**src/include/srg_pkg.sv**
```systemverilog
package srg_pkg;

   // ----------------------------------------------------------------
   // Register map (word index, byte address is four times the index)
   // ----------------------------------------------------------------
   localparam int ADDR_W = 10;
   localparam logic [7:0] IDX_RESET_CTRL = 8'h19;
   localparam logic [7:0] IDX_GAIN_LOAD = 8'h1a;
   localparam logic [7:0] IDX_CONFIG = 8'h1b;
   localparam logic [7:0] IDX_STATUS = 8'h30;
   localparam logic [7:0] IDX_MASK = 8'h31;
   localparam logic [7:0] IDX_STATE = 8'h32;
   localparam logic [7:0] IDX_ACC = 8'h33;
   localparam logic [31:0] CONFIG_RESET = 32'h0000_0000;
   localparam logic [31:0] READ_ZERO = 32'h0000_0000;
   localparam int CFG_AGC_CLR_INHIBIT = 15;

   // ----------------------------------------------------------------
   // Reset pulse lengths in periods of each domain's clock
   // ----------------------------------------------------------------
   localparam logic [3:0] RESET_PERIODS = 4'ha;
   localparam logic [3:0] CNT_ONE = 4'h1;
   localparam logic [3:0] CNT_ZERO = 4'h0;

   // ----------------------------------------------------------------
   // Gain load word fields
   // ----------------------------------------------------------------
   localparam int LOAD_MSB = 15;
   localparam int LOAD_LSB = 5;
   localparam int LOAD_W = LOAD_MSB - LOAD_LSB + 1;
   localparam int ACC_W = 32;
   localparam int EXP_W = 4;
   localparam int MANT_W = 7;
   localparam logic [1:0] MANT_INT = 2'b01;
   localparam logic [ACC_W-LOAD_W-1:0] ACC_LOW_ZERO = '0;

   // ----------------------------------------------------------------
   // Status bits, FIFO presets
   // ----------------------------------------------------------------
   localparam int ST_W = 3;
   localparam int ST_FE_DONE = 0;
   localparam int ST_BE_DONE = 1;
   localparam int ST_GAIN_LOADED = 2;
   localparam logic [2:0] FIFO_RD_PTR_INIT = 3'h7;
   localparam logic [2:0] FIFO_WR_PTR_INIT = 3'h0;

   typedef enum logic [1:0] {
      SRG_BUS_IDLE = 2'b01,
      SRG_BUS_ACK = 2'b10
   } srg_bus_e;

   typedef struct packed {
      logic decoder_clear;
      logic [2:0] rd_ptr;
      logic [2:0] wr_ptr;
      logic depth;
      logic full;
      logic empty;
      logic read_out;
      logic fifo_interrupt;
   } srg_fifo_ctl_s;

   typedef struct packed {
      logic cordic_clear;
      logic snap_clear;
      logic serial_reload;
   } srg_be_clear_s;

   typedef struct packed {
      logic [EXP_W-1:0] exponent;
      logic [MANT_W+1:0] mantissa;
   } srg_gain_s;

   typedef struct packed {
      srg_bus_e bus;
      logic waitreq;
      logic [31:0] readdata;
      logic fe_clk_q;
      logic be_clk_q;
      logic fe_pend;
      logic be_pend;
      logic gain_pend;
      logic acc_clr_pend;
      logic acc_clr;
      logic [3:0] fe_cnt;
      logic [3:0] be_cnt;
      logic fe_rst;
      logic be_rst;
      logic gain_strobe;
      logic [LOAD_W-1:0] gain_word;
      logic [ACC_W-1:0] acc;
      logic [31:0] config_word;
      logic [ST_W-1:0] status;
      logic [ST_W-1:0] mask;
      logic irq;
      srg_be_clear_s be_clear;
      srg_fifo_ctl_s fifo_ctl;
   } srg_state_s;

endpackage

```
**src/srg_soft_reset.sv**
```systemverilog
// The Avalon-MM register port was left to the implementer.
`timescale 1ns/1ps
`default_nettype none

module srg_soft_reset (
   input wire logic ref_clk_in,
   input wire logic rst_n_in,
   input wire logic [srg_pkg::ADDR_W-1:0] avs_address_in,
   input wire logic avs_read_in,
   input wire logic avs_write_in,
   input wire logic [31:0] avs_writedata_in,
   input wire logic [3:0] avs_byteenable_in,
   input wire logic front_end_clock_in,
   input wire logic back_end_clock_in,
   input wire logic [srg_pkg::ACC_W-1:0] agc_limiter_in,
   output logic [31:0] avs_readdata_out,
   output logic avs_waitrequest_out,
   output logic front_end_reset_out,
   output logic back_end_reset_out,
   output logic gain_load_strobe_out,
   output logic [srg_pkg::ACC_W-1:0] agc_acc_out,
   output srg_pkg::srg_gain_s agc_gain_out,
   output srg_pkg::srg_be_clear_s be_clear_out,
   output srg_pkg::srg_fifo_ctl_s fifo_ctl_out,
   output logic irq_out
);

   // ----------------------------------------------------------------
   // Helpers
   // ----------------------------------------------------------------
   function automatic logic [31:0] lane_merge(input logic [31:0] old_v, input logic [31:0] new_v,
                                             input logic [3:0] be);
      logic [31:0] r;
      r = old_v;
      for (int i = 0; i < 4; i++) begin
         if (be[i]) begin
            r[i*8 +: 8] = new_v[i*8 +: 8];
         end
      end
      return r;
   endfunction

   function automatic logic is_reg(input logic [srg_pkg::ADDR_W-1:0] addr, input logic [7:0] idx);
      return (addr[1:0] == 2'b00) && (addr[srg_pkg::ADDR_W-1:2] == idx);
   endfunction

   // ----------------------------------------------------------------
   // Reset pulse counters
   // ----------------------------------------------------------------
   function automatic logic [3:0] count_down(input logic [3:0] cnt);
      return (cnt == srg_pkg::CNT_ZERO) ? srg_pkg::CNT_ZERO : cnt - srg_pkg::CNT_ONE;
   endfunction

   function automatic logic is_last(input logic [3:0] cnt);
      return cnt == srg_pkg::CNT_ONE;
   endfunction

   srg_pkg::srg_state_s st;
   srg_pkg::srg_state_s next_st;

   logic fe_rise;
   logic be_rise;
   logic bus_take;
   logic wr_take;
   logic [31:0] wr_data;
   logic [srg_pkg::ST_W-1:0] st_set;
   logic [srg_pkg::ST_W-1:0] st_clr;
   logic hit_reset;
   logic hit_gain;
   logic hit_config;
   logic hit_status;
   logic hit_mask;
   logic hit_state;
   logic hit_acc;
   logic acc_clear_now;

   // ----------------------------------------------------------------
   // Next state
   // ----------------------------------------------------------------
   always_comb begin
      next_st = st;
      fe_rise = front_end_clock_in & ~st.fe_clk_q;
      be_rise = back_end_clock_in & ~st.be_clk_q;
      next_st.fe_clk_q = front_end_clock_in;
      next_st.be_clk_q = back_end_clock_in;
      bus_take = 1'b0;
      wr_take = 1'b0;
      wr_data = lane_merge(srg_pkg::READ_ZERO, avs_writedata_in, avs_byteenable_in);
      st_set = '0;
      st_clr = '0;
      acc_clear_now = 1'b0;

      // ----------------------------------------------------------------
      // Address decode
      // ----------------------------------------------------------------
      hit_reset = is_reg(avs_address_in, srg_pkg::IDX_RESET_CTRL);
      hit_gain = is_reg(avs_address_in, srg_pkg::IDX_GAIN_LOAD);
      hit_config = is_reg(avs_address_in, srg_pkg::IDX_CONFIG);
      hit_status = is_reg(avs_address_in, srg_pkg::IDX_STATUS);
      hit_mask = is_reg(avs_address_in, srg_pkg::IDX_MASK);
      hit_state = is_reg(avs_address_in, srg_pkg::IDX_STATE);
      hit_acc = is_reg(avs_address_in, srg_pkg::IDX_ACC);

      // ----------------------------------------------------------------
      // Bus slave, one wait cycle
      // ----------------------------------------------------------------
      case (st.bus)
         srg_pkg::SRG_BUS_IDLE: begin
            next_st.waitreq = 1'b1;
            if (avs_read_in || avs_write_in) begin
               bus_take = 1'b1;
               wr_take = avs_write_in;
               next_st.bus = srg_pkg::SRG_BUS_ACK;
               next_st.waitreq = 1'b0;
            end
         end
         srg_pkg::SRG_BUS_ACK: begin
            next_st.bus = srg_pkg::SRG_BUS_IDLE;
            next_st.waitreq = 1'b1;
         end
         default: begin
            next_st.bus = srg_pkg::SRG_BUS_IDLE;
            next_st.waitreq = 1'b1;
         end
      endcase

      // ----------------------------------------------------------------
      // Read data
      // ----------------------------------------------------------------
      if (bus_take && avs_read_in) begin
         if (hit_config) begin
            next_st.readdata = st.config_word;
         end else if (hit_status) begin
            next_st.readdata = {29'h0000_0000, st.status};
         end else if (hit_mask) begin
            next_st.readdata = {29'h0000_0000, st.mask};
         end else if (hit_state) begin
            next_st.readdata = {26'h000_0000, st.fe_rst, st.be_rst, st.fe_pend, st.be_pend,
                                st.gain_pend, st.gain_strobe};
         end else if (hit_acc) begin
            next_st.readdata = st.acc;
         end else begin
            next_st.readdata = srg_pkg::READ_ZERO;
         end
      end

      // ----------------------------------------------------------------
      // Register writes
      // ----------------------------------------------------------------
      if (wr_take) begin
         if (hit_reset) begin
            next_st.fe_pend = 1'b1;
            next_st.be_pend = 1'b1;
            next_st.acc_clr_pend = ~st.config_word[srg_pkg::CFG_AGC_CLR_INHIBIT];
         end
         if (hit_gain) begin
            next_st.gain_word = wr_data[srg_pkg::LOAD_MSB:srg_pkg::LOAD_LSB];
            next_st.gain_pend = 1'b1;
         end
         if (hit_config) begin
            next_st.config_word = lane_merge(st.config_word, avs_writedata_in, avs_byteenable_in);
         end
         if (hit_mask) begin
            next_st.mask = wr_data[srg_pkg::ST_W-1:0];
         end
         if (hit_status) begin
            st_clr = wr_data[srg_pkg::ST_W-1:0];
         end
      end

      // ----------------------------------------------------------------
      // Front-end reset stretch
      // ----------------------------------------------------------------
      if (fe_rise) begin
         if (st.fe_pend) begin
            next_st.fe_pend = 1'b0;
            next_st.fe_cnt = srg_pkg::RESET_PERIODS;
         end else if (st.fe_cnt != srg_pkg::CNT_ZERO) begin
            next_st.fe_cnt = count_down(st.fe_cnt);
            st_set[srg_pkg::ST_FE_DONE] = is_last(st.fe_cnt);
         end
      end
      next_st.fe_rst = (next_st.fe_cnt != srg_pkg::CNT_ZERO);

      // ----------------------------------------------------------------
      // Back-end reset stretch, gain strobe, accumulator
      // ----------------------------------------------------------------
      if (be_rise) begin
         if (st.be_pend) begin
            next_st.be_pend = 1'b0;
            next_st.be_cnt = srg_pkg::RESET_PERIODS;
            next_st.acc_clr = st.acc_clr_pend;
            next_st.acc_clr_pend = 1'b0;
         end else if (st.be_cnt != srg_pkg::CNT_ZERO) begin
            next_st.be_cnt = count_down(st.be_cnt);
            st_set[srg_pkg::ST_BE_DONE] = is_last(st.be_cnt);
         end
         next_st.gain_strobe = st.gain_pend;
         if (st.gain_pend) begin
            next_st.gain_pend = 1'b0;
         end
         st_set[srg_pkg::ST_GAIN_LOADED] = st.gain_pend;
         acc_clear_now = (next_st.be_cnt != srg_pkg::CNT_ZERO) && next_st.acc_clr;
         if (acc_clear_now) begin
            next_st.acc = '0;
         end else if (next_st.gain_strobe) begin
            next_st.acc = {next_st.gain_word, srg_pkg::ACC_LOW_ZERO};
         end else begin
            next_st.acc = agc_limiter_in;
         end
         if (next_st.be_cnt == srg_pkg::CNT_ZERO) begin
            next_st.acc_clr = 1'b0;
         end
      end
      next_st.be_rst = (next_st.be_cnt != srg_pkg::CNT_ZERO);

      // ----------------------------------------------------------------
      // Back-end subsystem clears
      // ----------------------------------------------------------------
      next_st.be_clear.cordic_clear = next_st.be_rst;
      next_st.be_clear.snap_clear = next_st.be_rst;
      next_st.be_clear.serial_reload = next_st.be_rst;
      next_st.fifo_ctl.decoder_clear = next_st.be_rst;
      if (next_st.be_rst) begin
         next_st.fifo_ctl.read_out = 1'b0;
         next_st.fifo_ctl.fifo_interrupt = 1'b0;
         next_st.fifo_ctl.depth = 1'b0;
         next_st.fifo_ctl.full = 1'b0;
         next_st.fifo_ctl.empty = 1'b1;
         next_st.fifo_ctl.rd_ptr = srg_pkg::FIFO_RD_PTR_INIT;
         next_st.fifo_ctl.wr_ptr = srg_pkg::FIFO_WR_PTR_INIT;
      end

      // ----------------------------------------------------------------
      // Interrupt, set wins over clear
      // ----------------------------------------------------------------
      next_st.status = (st.status & ~st_clr) | st_set;
      next_st.irq = |(next_st.status & next_st.mask);
   end

   // ----------------------------------------------------------------
   // State register
   // ----------------------------------------------------------------
   always_ff @(posedge ref_clk_in or negedge rst_n_in) begin
      if (!rst_n_in) begin
         st.bus <= srg_pkg::SRG_BUS_IDLE;
         st.waitreq <= 1'b1;
         st.readdata <= srg_pkg::READ_ZERO;
         st.fe_clk_q <= 1'b0;
         st.be_clk_q <= 1'b0;
         st.fe_pend <= 1'b0;
         st.be_pend <= 1'b0;
         st.gain_pend <= 1'b0;
         st.acc_clr_pend <= 1'b0;
         st.acc_clr <= 1'b0;
         st.fe_cnt <= srg_pkg::CNT_ZERO;
         st.be_cnt <= srg_pkg::CNT_ZERO;
         st.fe_rst <= 1'b0;
         st.be_rst <= 1'b0;
         st.gain_strobe <= 1'b0;
         st.gain_word <= '0;
         st.acc <= '0;
         st.config_word <= srg_pkg::CONFIG_RESET;
         st.status <= '0;
         st.mask <= '0;
         st.irq <= 1'b0;
         st.be_clear <= '0;
         st.fifo_ctl <= '0;
      end else begin
         st <= next_st;
      end
   end

   // ----------------------------------------------------------------
   // Outputs
   // ----------------------------------------------------------------
   assign avs_readdata_out = st.readdata;
   assign avs_waitrequest_out = st.waitreq;
   assign front_end_reset_out = st.fe_rst;
   assign back_end_reset_out = st.be_rst;
   assign gain_load_strobe_out = st.gain_strobe;
   assign agc_acc_out = st.acc;
   assign agc_gain_out.exponent = st.acc[srg_pkg::ACC_W-1 -: srg_pkg::EXP_W];
   assign agc_gain_out.mantissa = {srg_pkg::MANT_INT,
                                   st.acc[srg_pkg::ACC_W-srg_pkg::EXP_W-1 -: srg_pkg::MANT_W]};
   assign be_clear_out = st.be_clear;
   assign fifo_ctl_out = st.fifo_ctl;
   assign irq_out = st.irq;

endmodule // srg_soft_reset

`default_nettype wire

```
**config.mk**
```make
export PLATFORM = sky130hd
export DESIGN_NAME = srg_soft_reset
export DESIGN_NICKNAME = d
export VERILOG_FILES = /design/src/include/srg_pkg.sv /design/src/srg_soft_reset.sv
export SDC_FILE = /design/constraint.sdc
export NUM_CORES = 1
export LEC_CHECK = 0
export BUFFER_PORTS_ARGS = -buffer_cell sky130_fd_sc_hd__buf_2
export CORE_UTILIZATION = 45
export DETAILED_ROUTE_END_ITERATION = 12
export PLACE_DENSITY = 0.72
export SYNTH_ARGS = -nofsm -noshare
export SYNTH_HDL_FRONTEND = slang
export SYNTH_SLANG_ARGS = --single-unit
```
**constraint.sdc**
```tcl
create_clock -name ref_clk_in -period 2.23 [get_ports ref_clk_in]
set_input_delay 0.3345 -clock ref_clk_in [delete_from_list [all_inputs] [get_ports ref_clk_in]]
set_output_delay 0.3345 -clock ref_clk_in [all_outputs]
set_load 0.1 [all_outputs]
```
==> Implementation_results.wiki, run 1 <==
{| class="wikitable"
! Metric !! Value
|-
| Gate count after technology mapping || 602
|-
| Critical path class || register to register
|-
| Place WS || -114.0 ps
|-
| Ordered list of cells on the worst path || or4bb_4 > o41ai_2 > o31ai_1 > a222oi_1 > inv_1
|-
| Area taken by flip-flops and latches || 0.003406 mm²
|-
| Pin count of the biggest net entering global routing || 47
|-
| Clock transition time at the flip-flop clock pins of the worst setup and hold paths || 60 ps
|-
| Via count || 4740
|-
| Number of detailed-routing iterations run before antenna repair || 4
|-
| Power share of the clock group || 0.326
|-
| Global-route track usage on met2 || 0.3547
|-
| Status || complete, no violations
|-
| Hold wc startpoint || front_end_clock_in
|-
| First-pass GRT wire length || 24990 µm
|-
| Post-synthesis compound-gate area fraction || 0.1346
|-
| Buffer depth of the longest clock path || 2
|-
| Power density over cell area || 1130 mW/mm²
|-
| Cell Rows || 44
|-
| Measured slew at the worst slew-check pin || 705.8 ps
|-
| Post-Synth Adder-Cell Area || 0.007527
|-
| Worst path buffer plus inverter count || 1
|-
| M3 GR Usage || 0.05489
|-
| Setup TNS after final layout || 0 ps
|-
| Final weighted congestion of routability-driven global placement || 0.8631
|-
| Post-route ant nets || 0
|-
| Worst clock skew || 18.02 ps
|-
| Worst-skew pair later-pin latency || 430 ps
|-
| Number of synthesized flops with an enable pin || 0
|-
| RSZ-0062 raised after global routing || no
|-
| Post-synthesis async set-or-reset flop share || 1.000
|-
| Net switching power || 3.666 mW
|-
| X dimension of the die || 123.6 µm
|-
| Starting DRC count in detailed routing || 290
|-
| Share of the clock period used by the worst path || 0.9484
|-
| Netlist area before placement || 0.006649 mm²
|-
| Remaining Overflow, GRT || 0
|-
| Highest fanout seen on the critical path || 4
|-
| FF+latch count, synth || 136
|-
| Starting density of the core || 0.4592
|-
| Sequential element share of the synthesized area || 0.5122
|-
| Final Max Tran Viols || 0
|-
| Area enclosed by the die boundary || 0.01527 mm²
|-
| Yosys synthesis warning count || 0
|-
| Arrival @ worst endpoint || 2410 ps
|-
| Fmax || 472.8 MHz
|-
| Final Hold Vio Count || 0
|-
| Commonest register cell after synthesis || sky130_fd_sc_hd__dfrtp_1
|-
| TritonCTS clock tree || built
|-
| Max Cap Viol || 0
|-
| Area share of and/or/nand/nor cells after synthesis || 0.09503
|-
| Endpoint of the worst-slack reg-to-reg timing path || irq_out
|-
| Worst VDD drop || 0.0007613 V
|-
| Switching Share || 0.4132
|-
| Maximum level of the CTS H-tree || 4
|-
| Post-DP HPWL || 11870 µm
|-
| Path class of the lowest-slack min-delay path || input pin to register
|-
| Maximum cell stage delay along the critical path || 550 ps
|-
| Tmin final || 2115 ps
|-
| Via count of the first global-routing pass || 4768
|-
| Worst R2R Start || st[148]
|-
| Xor/xnor share of the synthesized area || 0
|-
| Max transition margin || 0.5295
|-
| Count of different cell masters after synthesis || 50
|-
| R2R depth || 5
|-
| Total global-route track usage || 0.2224
|-
| Routing usage on met1 || 0.2903
|-
| Total of buffers placed on input and output ports || 171
|-
| Cell Int Power || 5.206 mW
|-
| Number of clock sinks || 136
|-
| Post-synthesis mux area share || 0.1103
|-
| Layout-stage area growth over the synthesis result || 18.08%
|-
| Busiest grt layer || met2
|-
| Area used by multi-input combinational logic || 0.002411 mm²
|-
| Die boundary height || 123.6 µm
|-
| Sequential share of power || 0.342
|-
| Clk root buf || sky130_fd_sc_hd__clkbuf_16
|-
| Hold endpoint || st[114]
|-
| Tightest hold margin || 43.18 ps
|-
| Leakage dissipation || 3.926 nW
|-
| Fraction of final layout cells sized beyond drive strength 1 || 0.4137
|-
| Count of pins on the block boundary || 181
|-
| Design area || 0.007851 mm²
|-
| Crit path required time || 2520 ps
|-
| Placed insts || 863
|-
| Gate family responsible for the most delay along the worst path || compound AO/OA/AOI/OAI gates
|-
| Largest family of logic cells by synthesized area || buffers and inverters
|-
| Mapped Avg Cell Area || 11.04 µm²
|-
| Via density per instance || 5.273
|-
| Slack of the worst reg-to-reg path || 120 ps
|-
| Antenna violations before repair || 1
|-
| Critical-path top delay cell || sky130_fd_sc_hd__dfstp_2
|-
| DRC violations left || 0
|-
| # nets final || 788
|-
| Filler cell count || 1255
|-
| Average detailed-routed wire length per instance || 18.01 µm
|-
| Share of power burned in combinational logic || 0.333
|-
| CP Launch Type || register
|-
| Crit path capture type || register
|-
| Number of buffers created by CTS || 17
|-
| Wirelength, routed || 16190 µm
|-
| Final setup viols || 0
|-
| Depth of the worst hold-timing path || 1
|-
| Core footprint || 0.01448 mm²
|-
| Post-Place Cell Area || 0.007156 mm²
|-
| Final WS setup || 115.1 ps
|-
| Final instance count without filler cells || 899
|}
## cell families (layout without fill, tap and decap cells)
family,count (synthesis),count (layout)
AOI/OAI and AO/OA,126,126
adders and majority gates,4,4
buffers and inverters,149,253
DFF,136,136
muxes,64,64
other,2,11
and+or+nand+nor,121,121
## worst max path at each step
stage	depth (start not counted)	endpoint	slack (ps)	from
after global placement	7	irq_out	-60	avs_address_in[1]
after detailed placement	7	irq_out	-110	avs_address_in[1]
after global routing	5	irq_out	2	st[148]
after floorplan	9	agc_acc_out[4]	6	st[100]
final	5	irq_out	120	st[148]
after CTS	6	irq_out	20	st[148]
## state kept, by name, summed over array words and instances (netlist names)
| register | count |
|---|---|
| agc_acc_out | 32 |
| avs_readdata_out | 32 |
| avs_waitrequest_out | 1 |
| fifo_ctl_out | 2 |
| front_end_reset_out | 1 |
| gain_load_strobe_out | 1 |
| irq_out | 1 |
| st | 66 |
## what timing repair did
action | in CTS | in global routing
hold endpoints to repair | 40 | 0
endpoints found under the setup margin | 2 | 23
hold buffers | 1 | 0
gates resized for setup | 3 | 7
buffers inserted | 0 | 1
pin swaps | 1 | 3
## per-layer routing
layer	vias to the layer above	wire length [µm]	share of wire
li1	2219	-	-
met1	2341	7096	0.44
met2	156	7820	0.48
met3	24	939	0.058
met4	0	333	0.021
met5	-	0	0
## cells in the final DEF, fill, tap and decap left out, types with 5 or more instances in the layout
master / netlist / routed
sky130_fd_sc_hd__a22o_1: 33 / 33
sky130_fd_sc_hd__clkbuf_16: 0 / 17
sky130_fd_sc_hd__nand2_1: 62 / 62
sky130_fd_sc_hd__a21oi_1: 5 / 5
sky130_fd_sc_hd__mux2_2: 44 / 44
sky130_fd_sc_hd__nand3b_1: 5 / 5
sky130_fd_sc_hd__buf_2: 2 / 170
sky130_fd_sc_hd__conb_1: 2 / 9
sky130_fd_sc_hd__nor2_1: 8 / 8
sky130_fd_sc_hd__nor3_1: 6 / 6
sky130_fd_sc_hd__inv_1: 25 / 25
sky130_fd_sc_hd__buf_4: 93 / 21
sky130_fd_sc_hd__mux2i_1: 17 / 17
sky130_fd_sc_hd__o21ai_0: 36 / 36
sky130_fd_sc_hd__a22oi_1: 30 / 30
sky130_fd_sc_hd__dfrtp_1: 134 / 134
## power by group through the flow
| stage | registers [mW] | clock network [mW] | logic, mW |
|---|---|---|---|
| floorplan | 3.08 | 0 | 2.59 |
| global placement | 3.05 | 0 | 2.89 |
| detailed placement | 3.06 | 0 | 2.92 |
| CTS | 3.03 | 2.94 | 2.93 |
| global route | 3.07 | 3.05 | 3.09 |
| finish | 3.03 | 2.89 | 2.95 |
## cell type report
| cell class | count | share of cell area |
|---|---|---|
| sequential | 136 | 0.4338 |
| multi-input combinational | 324 | 0.3071 |
| timing repair buffer | 196 | 0.1388 |
| clock buffer | 22 | 0.06040 |
| tap | 184 | 0.02932 |
| clock inverter | 10 | 0.01801 |
| inverter | 25 | 0.01195 |
| antenna | 2 | 0.0006375 |
## metrics by stage
stage / utilization / total power, mW
final: 0.5423 / 8.872
after global routing: 0.5421 / 9.205
after CTS: 0.5387 / 8.892
after detailed placement: 0.4942 / 5.977
after global placement: 0.4942 / 5.933
after floorplan: - / 5.666
## Yosys cell counts, drive strengths merged (5+ instances only)
master | number | share of area
a22oi | 30 | 0.034
a21oi | 5 | 0.0038
mux2i | 17 | 0.026
nor3 | 6 | 0.0045
clkbuf | 24 | 0.014
nand2 | 62 | 0.035
inv | 25 | 0.014
nor2b | 7 | 0.0066
buf | 100 | 0.11
dfrtp | 134 | 0.50
mux2 | 44 | 0.075
nor2 | 8 | 0.0045
o21ai | 36 | 0.027
nand3b | 5 | 0.0056
a22o | 33 | 0.043
Power figures use the tool's default switching activity.
==> inputs of run 2 (changes only) <==
CORE_UTILIZATION = 48   (was 45)
PLACE_DENSITY = 0.76   (was 0.72)
==> run 2 against run 1 <==
Highest routed layer unchanged; global-route usage increased by 1.5 points; clock power is 9.3% lower; utilization rose by 4.3 points; sequential share of layout area is essentially flat.
==> Implementation_results.wiki, run 2 (same netlist as run 1, synthesis figures left out) <==
{| class="wikitable"
! Metric !! Value
|-
| Place WS || -182.1 ps
|-
| Area enclosed by the die boundary || 0.01433 mm²
|-
| Critical-path top delay cell || sky130_fd_sc_hd__or3b_2
|-
| Setup TNS after final layout || 0 ps
|-
| Total of buffers placed on input and output ports || 171
|-
| Switching Share || 0.4220
|-
| Final Max Tran Viols || 0
|-
| Total global-route track usage || 0.2373
|-
| Clk root buf || sky130_fd_sc_hd__clkbuf_16
|-
| Path class of the lowest-slack min-delay path || input pin to register
|-
| Antenna violations before repair || 2
|-
| Hold wc startpoint || front_end_clock_in
|-
| Number of clock sinks || 136
|-
| Number of buffers created by CTS || 17
|-
| Fraction of final layout cells sized beyond drive strength 1 || 0.4134
|-
| Share of the clock period used by the worst path || 0.9512
|-
| Maximum level of the CTS H-tree || 4
|-
| Cell Rows || 42
|-
| Endpoint of the worst-slack reg-to-reg timing path || agc_acc_out[15]
|-
| Post-route ant nets || 0
|-
| Clock transition time at the flip-flop clock pins of the worst setup and hold paths || 50 ps
|-
| Worst path buffer plus inverter count || 2
|-
| Gate family responsible for the most delay along the worst path || simple AND/OR/NAND/NOR gates
|-
| Arrival @ worst endpoint || 2470 ps
|-
| Final setup viols || 0
|-
| Remaining Overflow, GRT || 0
|-
| Final Hold Vio Count || 0
|-
| Max FFs per register || 66
|-
| Wirelength, routed || 16310 µm
|-
| Crit path required time || 2580 ps
|-
| First-pass GRT wire length || 25890 µm
|-
| RSZ-0062 raised after global routing || no
|-
| Pwr Total || 8.652 mW
|-
| Cell Int Power || 5.000 mW
|-
| Buffer depth of the longest clock path || 2
|-
| Layout-stage area growth over the synthesis result || 17.99%
|-
| TritonCTS clock tree || built
|-
| # nets final || 792
|-
| Power share of the clock group || 0.303
|-
| Design area || 0.007845 mm²
|-
| Tmin final || 2121 ps
|-
| Average detailed-routed wire length per instance || 18.25 µm
|-
| Starting DRC count in detailed routing || 311
|-
| Post-DP HPWL || 11870 µm
|-
| Measured slew at the worst slew-check pin || 715.9 ps
|-
| Via density per instance || 5.426
|-
| Sequential share of power || 0.350
|-
| Maximum cell stage delay along the critical path || 460 ps
|-
| Slack of the worst reg-to-reg path || 110 ps
|-
| Final weighted congestion of routability-driven global placement || 0.8697
|-
| Via count of the first global-routing pass || 4916
|-
| Hold endpoint || st[114]
|-
| Core footprint || 0.01340 mm²
|-
| Worst-skew pair later-pin latency || 420 ps
|-
| Net switching power || 3.651 mW
|-
| Filler cell count || 1137
|-
| Status || complete, no violations
|-
| Pin count of the biggest net entering global routing || 52
|-
| Power density over cell area || 1103 mW/mm²
|-
| Layout Utilization || 0.5854
|-
| CP Launch Type || register
|-
| Final WS setup || 108.8 ps
|-
| Crit path depth || 8
|-
| Fmax || 471.4 MHz
|-
| Post-Place Cell Area || 0.007188 mm²
|-
| Highest fanout seen on the critical path || 17
|-
| Depth of the worst hold-timing path || 1
|-
| Die boundary height || 119.7 µm
|-
| R2R depth || 8
|-
| Worst clock skew || 9.362 ps
|-
| Starting density of the core || 0.4962
|-
| Register with the most flip-flops || st
|-
| Count of pins on the block boundary || 181
|-
| Worst VDD drop || 0.0005081 V
|-
| Leakage dissipation || 3.942 nW
|-
| Via count || 4851
|-
| Max Cap Viol || 0
|-
| Share of power burned in combinational logic || 0.347
|-
| Ordered list of cells on the worst path || inv_1 > ha_2 > or3b_2 > a21o_1 > a31oi_2 > nor2b_4 > buf_12 > a22o_1
|-
| Number of detailed-routing iterations run before antenna repair || 7
|-
| DRC violations left || 0
|-
| Max transition margin || 0.5228
|-
| Critical path class || register to register
|-
| Crit path capture type || register
|-
| Worst R2R Start || st[100]
|-
| Commonest non-fill, non-tap cell in the layout || sky130_fd_sc_hd__buf_2
|-
| X dimension of the die || 119.7 µm
|-
| Leading cell types in the layout, fill and taps excluded || sky130_fd_sc_hd__buf_2, sky130_fd_sc_hd__dfrtp_1, sky130_fd_sc_hd__nand2_1, sky130_fd_sc_hd__mux2_2, sky130_fd_sc_hd__o21ai_0
|}
## run 2: power by group through the flow
stage	registers (mW)	clock network, mW	logic [mW]
final	3.03	2.62	3.01
after global routing	3.06	2.76	3.13
after CTS	3.02	2.66	2.97
after detailed placement	3.05	0	2.95
after global placement	3.04	0	2.91
after floorplan	3.08	0	2.59
## run 2: layout make-up
| class | instances | area (µm²) | area share |
|---|---|---|---|
| Antenna cell | 2 | 5.005 | 0.0006380 |
| Clock buffer | 25 | 485.5 | 0.06188 |
| Clock inverter | 6 | 66.31 | 0.008453 |
| Timing Repair Buffer | 200 | 1132 | 0.1443 |
| Inverter | 25 | 93.84 | 0.01196 |
| Multi-Input combinational cell | 324 | 2436 | 0.3105 |
| Tap cell | 176 | 220.2 | 0.02807 |
| Sequential cell | 136 | 3406 | 0.4341 |
## run 2: metal layers
layer / GRT usage / routed length (µm)
met4: 0.1172 / 582
met5: 0 / 0
met2: 0.3779 / 8016
met1: 0.3080 / 6931
met3: 0.04990 / 782
## run 2: worst max path at each step
stage                       from         endpoint  slack (ps)
6_report                 st[100]  agc_acc_out[15]         110
5_1_grt                  st[100]   agc_acc_out[6]          20
4_1_cts                  st[100]  agc_acc_out[14]          50
3_5_place_dp   avs_address_in[1]          irq_out        -180
3_3_place_gp   avs_address_in[1]          irq_out         -60
2_1_floorplan            st[100]   agc_acc_out[4]           6
## run 2: timing repair
item                                    CTS  global route
gates resized for setup                   2            11
endpoints found under the setup margin    3            23
pin swaps                                 0             3
hold buffers                              1             0
hold endpoints to repair                 37             0
setup buffers                             0             1
## run 2: through the flow
| stage | hold WS, ps | std cells |
|---|---|---|
| after floorplan | 38.91 | 609 |
| after detailed placement | 262.6 | 859 |
| final | 58.27 | 894 |
| after CTS | 37.81 | 891 |
| after global placement | 254.6 | 859 |
| after global routing | 41.56 | 894 |
## run 2: worst reg2reg max path: cells and delay by family (launching register included)
family / cells / cell delay [ps]
AND/OR/NAND/NOR: 2 / 690
AO/OA/AOI/OAI: 3 / 490
buffers and inverters: 2 / 260
flip-flops: 1 / 380
adder cells (fa/ha/maj): 1 / 240
==> inputs of run 3 (changes only) <==
SETUP_SLACK_MARGIN = 0.15   (was default)
==> run 3 against run 2 <==
Sequential share of layout area fell by 0.18 points; clock skew barely moved; utilization rose by 0.27 points; via count fell by 1.3%; clock power rose by 7%; largest cell class unchanged; highest routed layer is now met5; wire length rose by 1.4%; combinational power barely moved.
==> Implementation_results.wiki, run 3 (same netlist as run 1, synthesis figures left out) <==
{| class="wikitable"
! Metric !! Value
|-
| Status || complete, no violations
|-
| Number of buffers created by CTS || 17
|-
| Switching Share || 0.4237
|-
| TritonCTS clock tree || built
|-
| Crit path required time || 2580 ps
|-
| X dimension of the die || 119.7 µm
|-
| Gate family responsible for the most delay along the worst path || simple AND/OR/NAND/NOR gates
|-
| Path class of the lowest-slack min-delay path || input pin to register
|-
| Starting density of the core || 0.4962
|-
| Hold wc startpoint || front_end_clock_in
|-
| Clock transition time at the flip-flop clock pins of the worst setup and hold paths || 60 ps
|-
| Total of buffers placed on input and output ports || 171
|-
| Via count || 4786
|-
| Fmax || 495.6 MHz
|-
| Crit path capture type || register
|-
| Power density over cell area || 1122 mW/mm²
|-
| Final instance count without filler cells || 892
|-
| Via density per instance || 5.365
|-
| Pin count of the biggest net entering global routing || 63
|-
| Clk root buf || sky130_fd_sc_hd__clkbuf_16
|-
| Core footprint || 0.01340 mm²
|-
| Buffer depth of the longest clock path || 2
|-
| Worst path buffer plus inverter count || 2
|-
| Area enclosed by the die boundary || 0.01433 mm²
|-
| Worst VDD drop || 0.0005819 V
|-
| Worst R2R Start || st[101]
|-
| Final Max Tran Viols || 0
|-
| Power share of the clock group || 0.317
|-
| Highest fanout seen on the critical path || 17
|-
| Tmin final || 2018 ps
|-
| RSZ-0062 raised after global routing || yes
|-
| Leakage dissipation || 3.967 nW
|-
| Share of power burned in combinational logic || 0.339
|-
| Average detailed-routed wire length per instance || 18.55 µm
|-
| Fraction of final layout cells sized beyond drive strength 1 || 0.4216
|-
| Arrival @ worst endpoint || 2360 ps
|-
| Wirelength, routed || 16540 µm
|-
| Ordered list of cells on the worst path || inv_2 > ha_4 > or3b_4 > a21o_1 > a31oi_2 > nor2b_4 > buf_12 > a22o_1
|-
| Crit path from || st[101]
|-
| CP Launch Type || register
|-
| Share of the clock period used by the worst path || 0.9049
|-
| Final setup viols || 0
|-
| R2R depth || 8
|-
| Post-route ant nets || 0
|-
| Measured slew at the worst slew-check pin || 705.3 ps
|-
| Number of detailed-routing iterations run before antenna repair || 5
|-
| Total global-route track usage || 0.2392
|-
| Via count of the first global-routing pass || 4766
|-
| Maximum cell stage delay along the critical path || 440 ps
|-
| DRC violations left || 0
|-
| Leading cell types in the layout, fill and taps excluded || sky130_fd_sc_hd__buf_2, sky130_fd_sc_hd__dfrtp_1, sky130_fd_sc_hd__nand2_1, sky130_fd_sc_hd__mux2_2, sky130_fd_sc_hd__o21ai_0
|-
| Starting DRC count in detailed routing || 288
|-
| Max Cap Viol || 0
|-
| Net switching power || 3.747 mW
|-
| Max FFs per register || 66
|-
| Sequential share of power || 0.345
|-
| # nets final || 789
|-
| Commonest non-fill, non-tap cell in the layout || sky130_fd_sc_hd__buf_2
|-
| Count of pins on the block boundary || 181
|-
| Register with the most flip-flops || st
|-
| Die boundary height || 119.7 µm
|-
| Depth of the worst hold-timing path || 1
|-
| Antenna violations before repair || 3
|-
| Cell Rows || 42
|-
| Layout Utilization || 0.5881
|-
| Maximum level of the CTS H-tree || 4
|-
| Setup TNS after final layout || 0 ps
|-
| Layout-stage area growth over the synthesis result || 18.54%
|-
| Final weighted congestion of routability-driven global placement || 0.8775
|-
| Number of clock sinks || 136
|-
| Placed insts || 855
|-
| Critical-path top delay cell || sky130_fd_sc_hd__dfrtp_2
|-
| Place WS || -100.9 ps
|-
| Final Hold Vio Count || 0
|-
| Remaining Overflow, GRT || 0
|-
| Final WS setup || 212.2 ps
|-
| First-pass GRT wire length || 25780 µm
|-
| Worst-skew pair later-pin latency || 420 ps
|-
| Post-DP HPWL || 12000 µm
|-
| Worst clock skew || 8.983 ps
|-
| Cell Int Power || 5.096 mW
|-
| Tightest hold margin || 47.13 ps
|-
| Crit path depth || 8
|-
| Max transition margin || 0.5298
|-
| Critical path class || register to register
|}
==> run 3: cell count changes in the layout (fill, tap and decap cells not counted), sizes merged <==
cell	change
buf	-3
bufinv	+1
clkbuf	-6
clkinv	+6
clkinvlp	-1
inv	+1
==> run 3: cell type report <==
cell class | count | area (µm²)
antenna | 2 | 5.005
clock buffer | 19 | 452.9
clock inverter | 13 | 146.4
fill | 1140 | 5519
inverter | 25 | 93.84
multi-input combinational | 324 | 2455
sequential | 136 | 3407
tap | 176 | 220.2
timing repair buffer | 197 | 1101
==> run 3: final timing paths <==
path | end | slack, ps
max in group asynchronous | st[148] | 1070
hold reg to reg | avs_readdata_out[7] | 480
hold / removal | st[114] | 50
setup reg to reg | agc_acc_out[15] | 210
min in group asynchronous | st[106] | 460
setup / recovery | agc_acc_out[15] | 210
==> run 3: worst reg2reg max path: cells and delay by family (launching register included) <==
kind | cells | cell delay (ps)
AOI/OAI and AO/OA | 3 | 480
and+or+nand+nor | 2 | 600
DFF | 1 | 440
buffers and inverters | 2 | 260
adders and majority gates | 1 | 170
==> run 3: metrics by stage <==
step	power, mW	cell area [µm²]
floorplan	5.680	6701
global placement	5.940	7162
detailed placement	5.992	7162
CTS	8.852	7819
global route	9.144	7881
finish	8.843	7881
==> run 3: power groups by stage <==
stage | Combinational (mW) | Sequential, mW | Clock [mW]
2_1_floorplan | 2.60 | 3.08 | 0
3_3_place_gp | 2.89 | 3.05 | 0
3_5_place_dp | 2.93 | 3.07 | 0
4_1_cts | 2.96 | 3.03 | 2.85
5_1_grt | 3.11 | 3.08 | 2.95
6_report | 3.00 | 3.05 | 2.80
==> run 3: layer usage <==
layer,GRT usage,part of all wire
met1,0.3167,0.44
met4,0.1070,0.017
met2,0.3837,0.50
met5,0,0.00048
met3,0.04373,0.048
==> run 3: repair_timing <==
| item | 4_1_cts | 5_1_grt |
|---|---|---|
| resized for setup | 8 | 9 |
| buffers inserted | 0 | 2 |
| hold endpoints to repair | 58 | 0 |
| pin swaps | 1 | 4 |
| setup endpoints to repair | 23 | 24 |
| hold buffers | 1 | 0 |
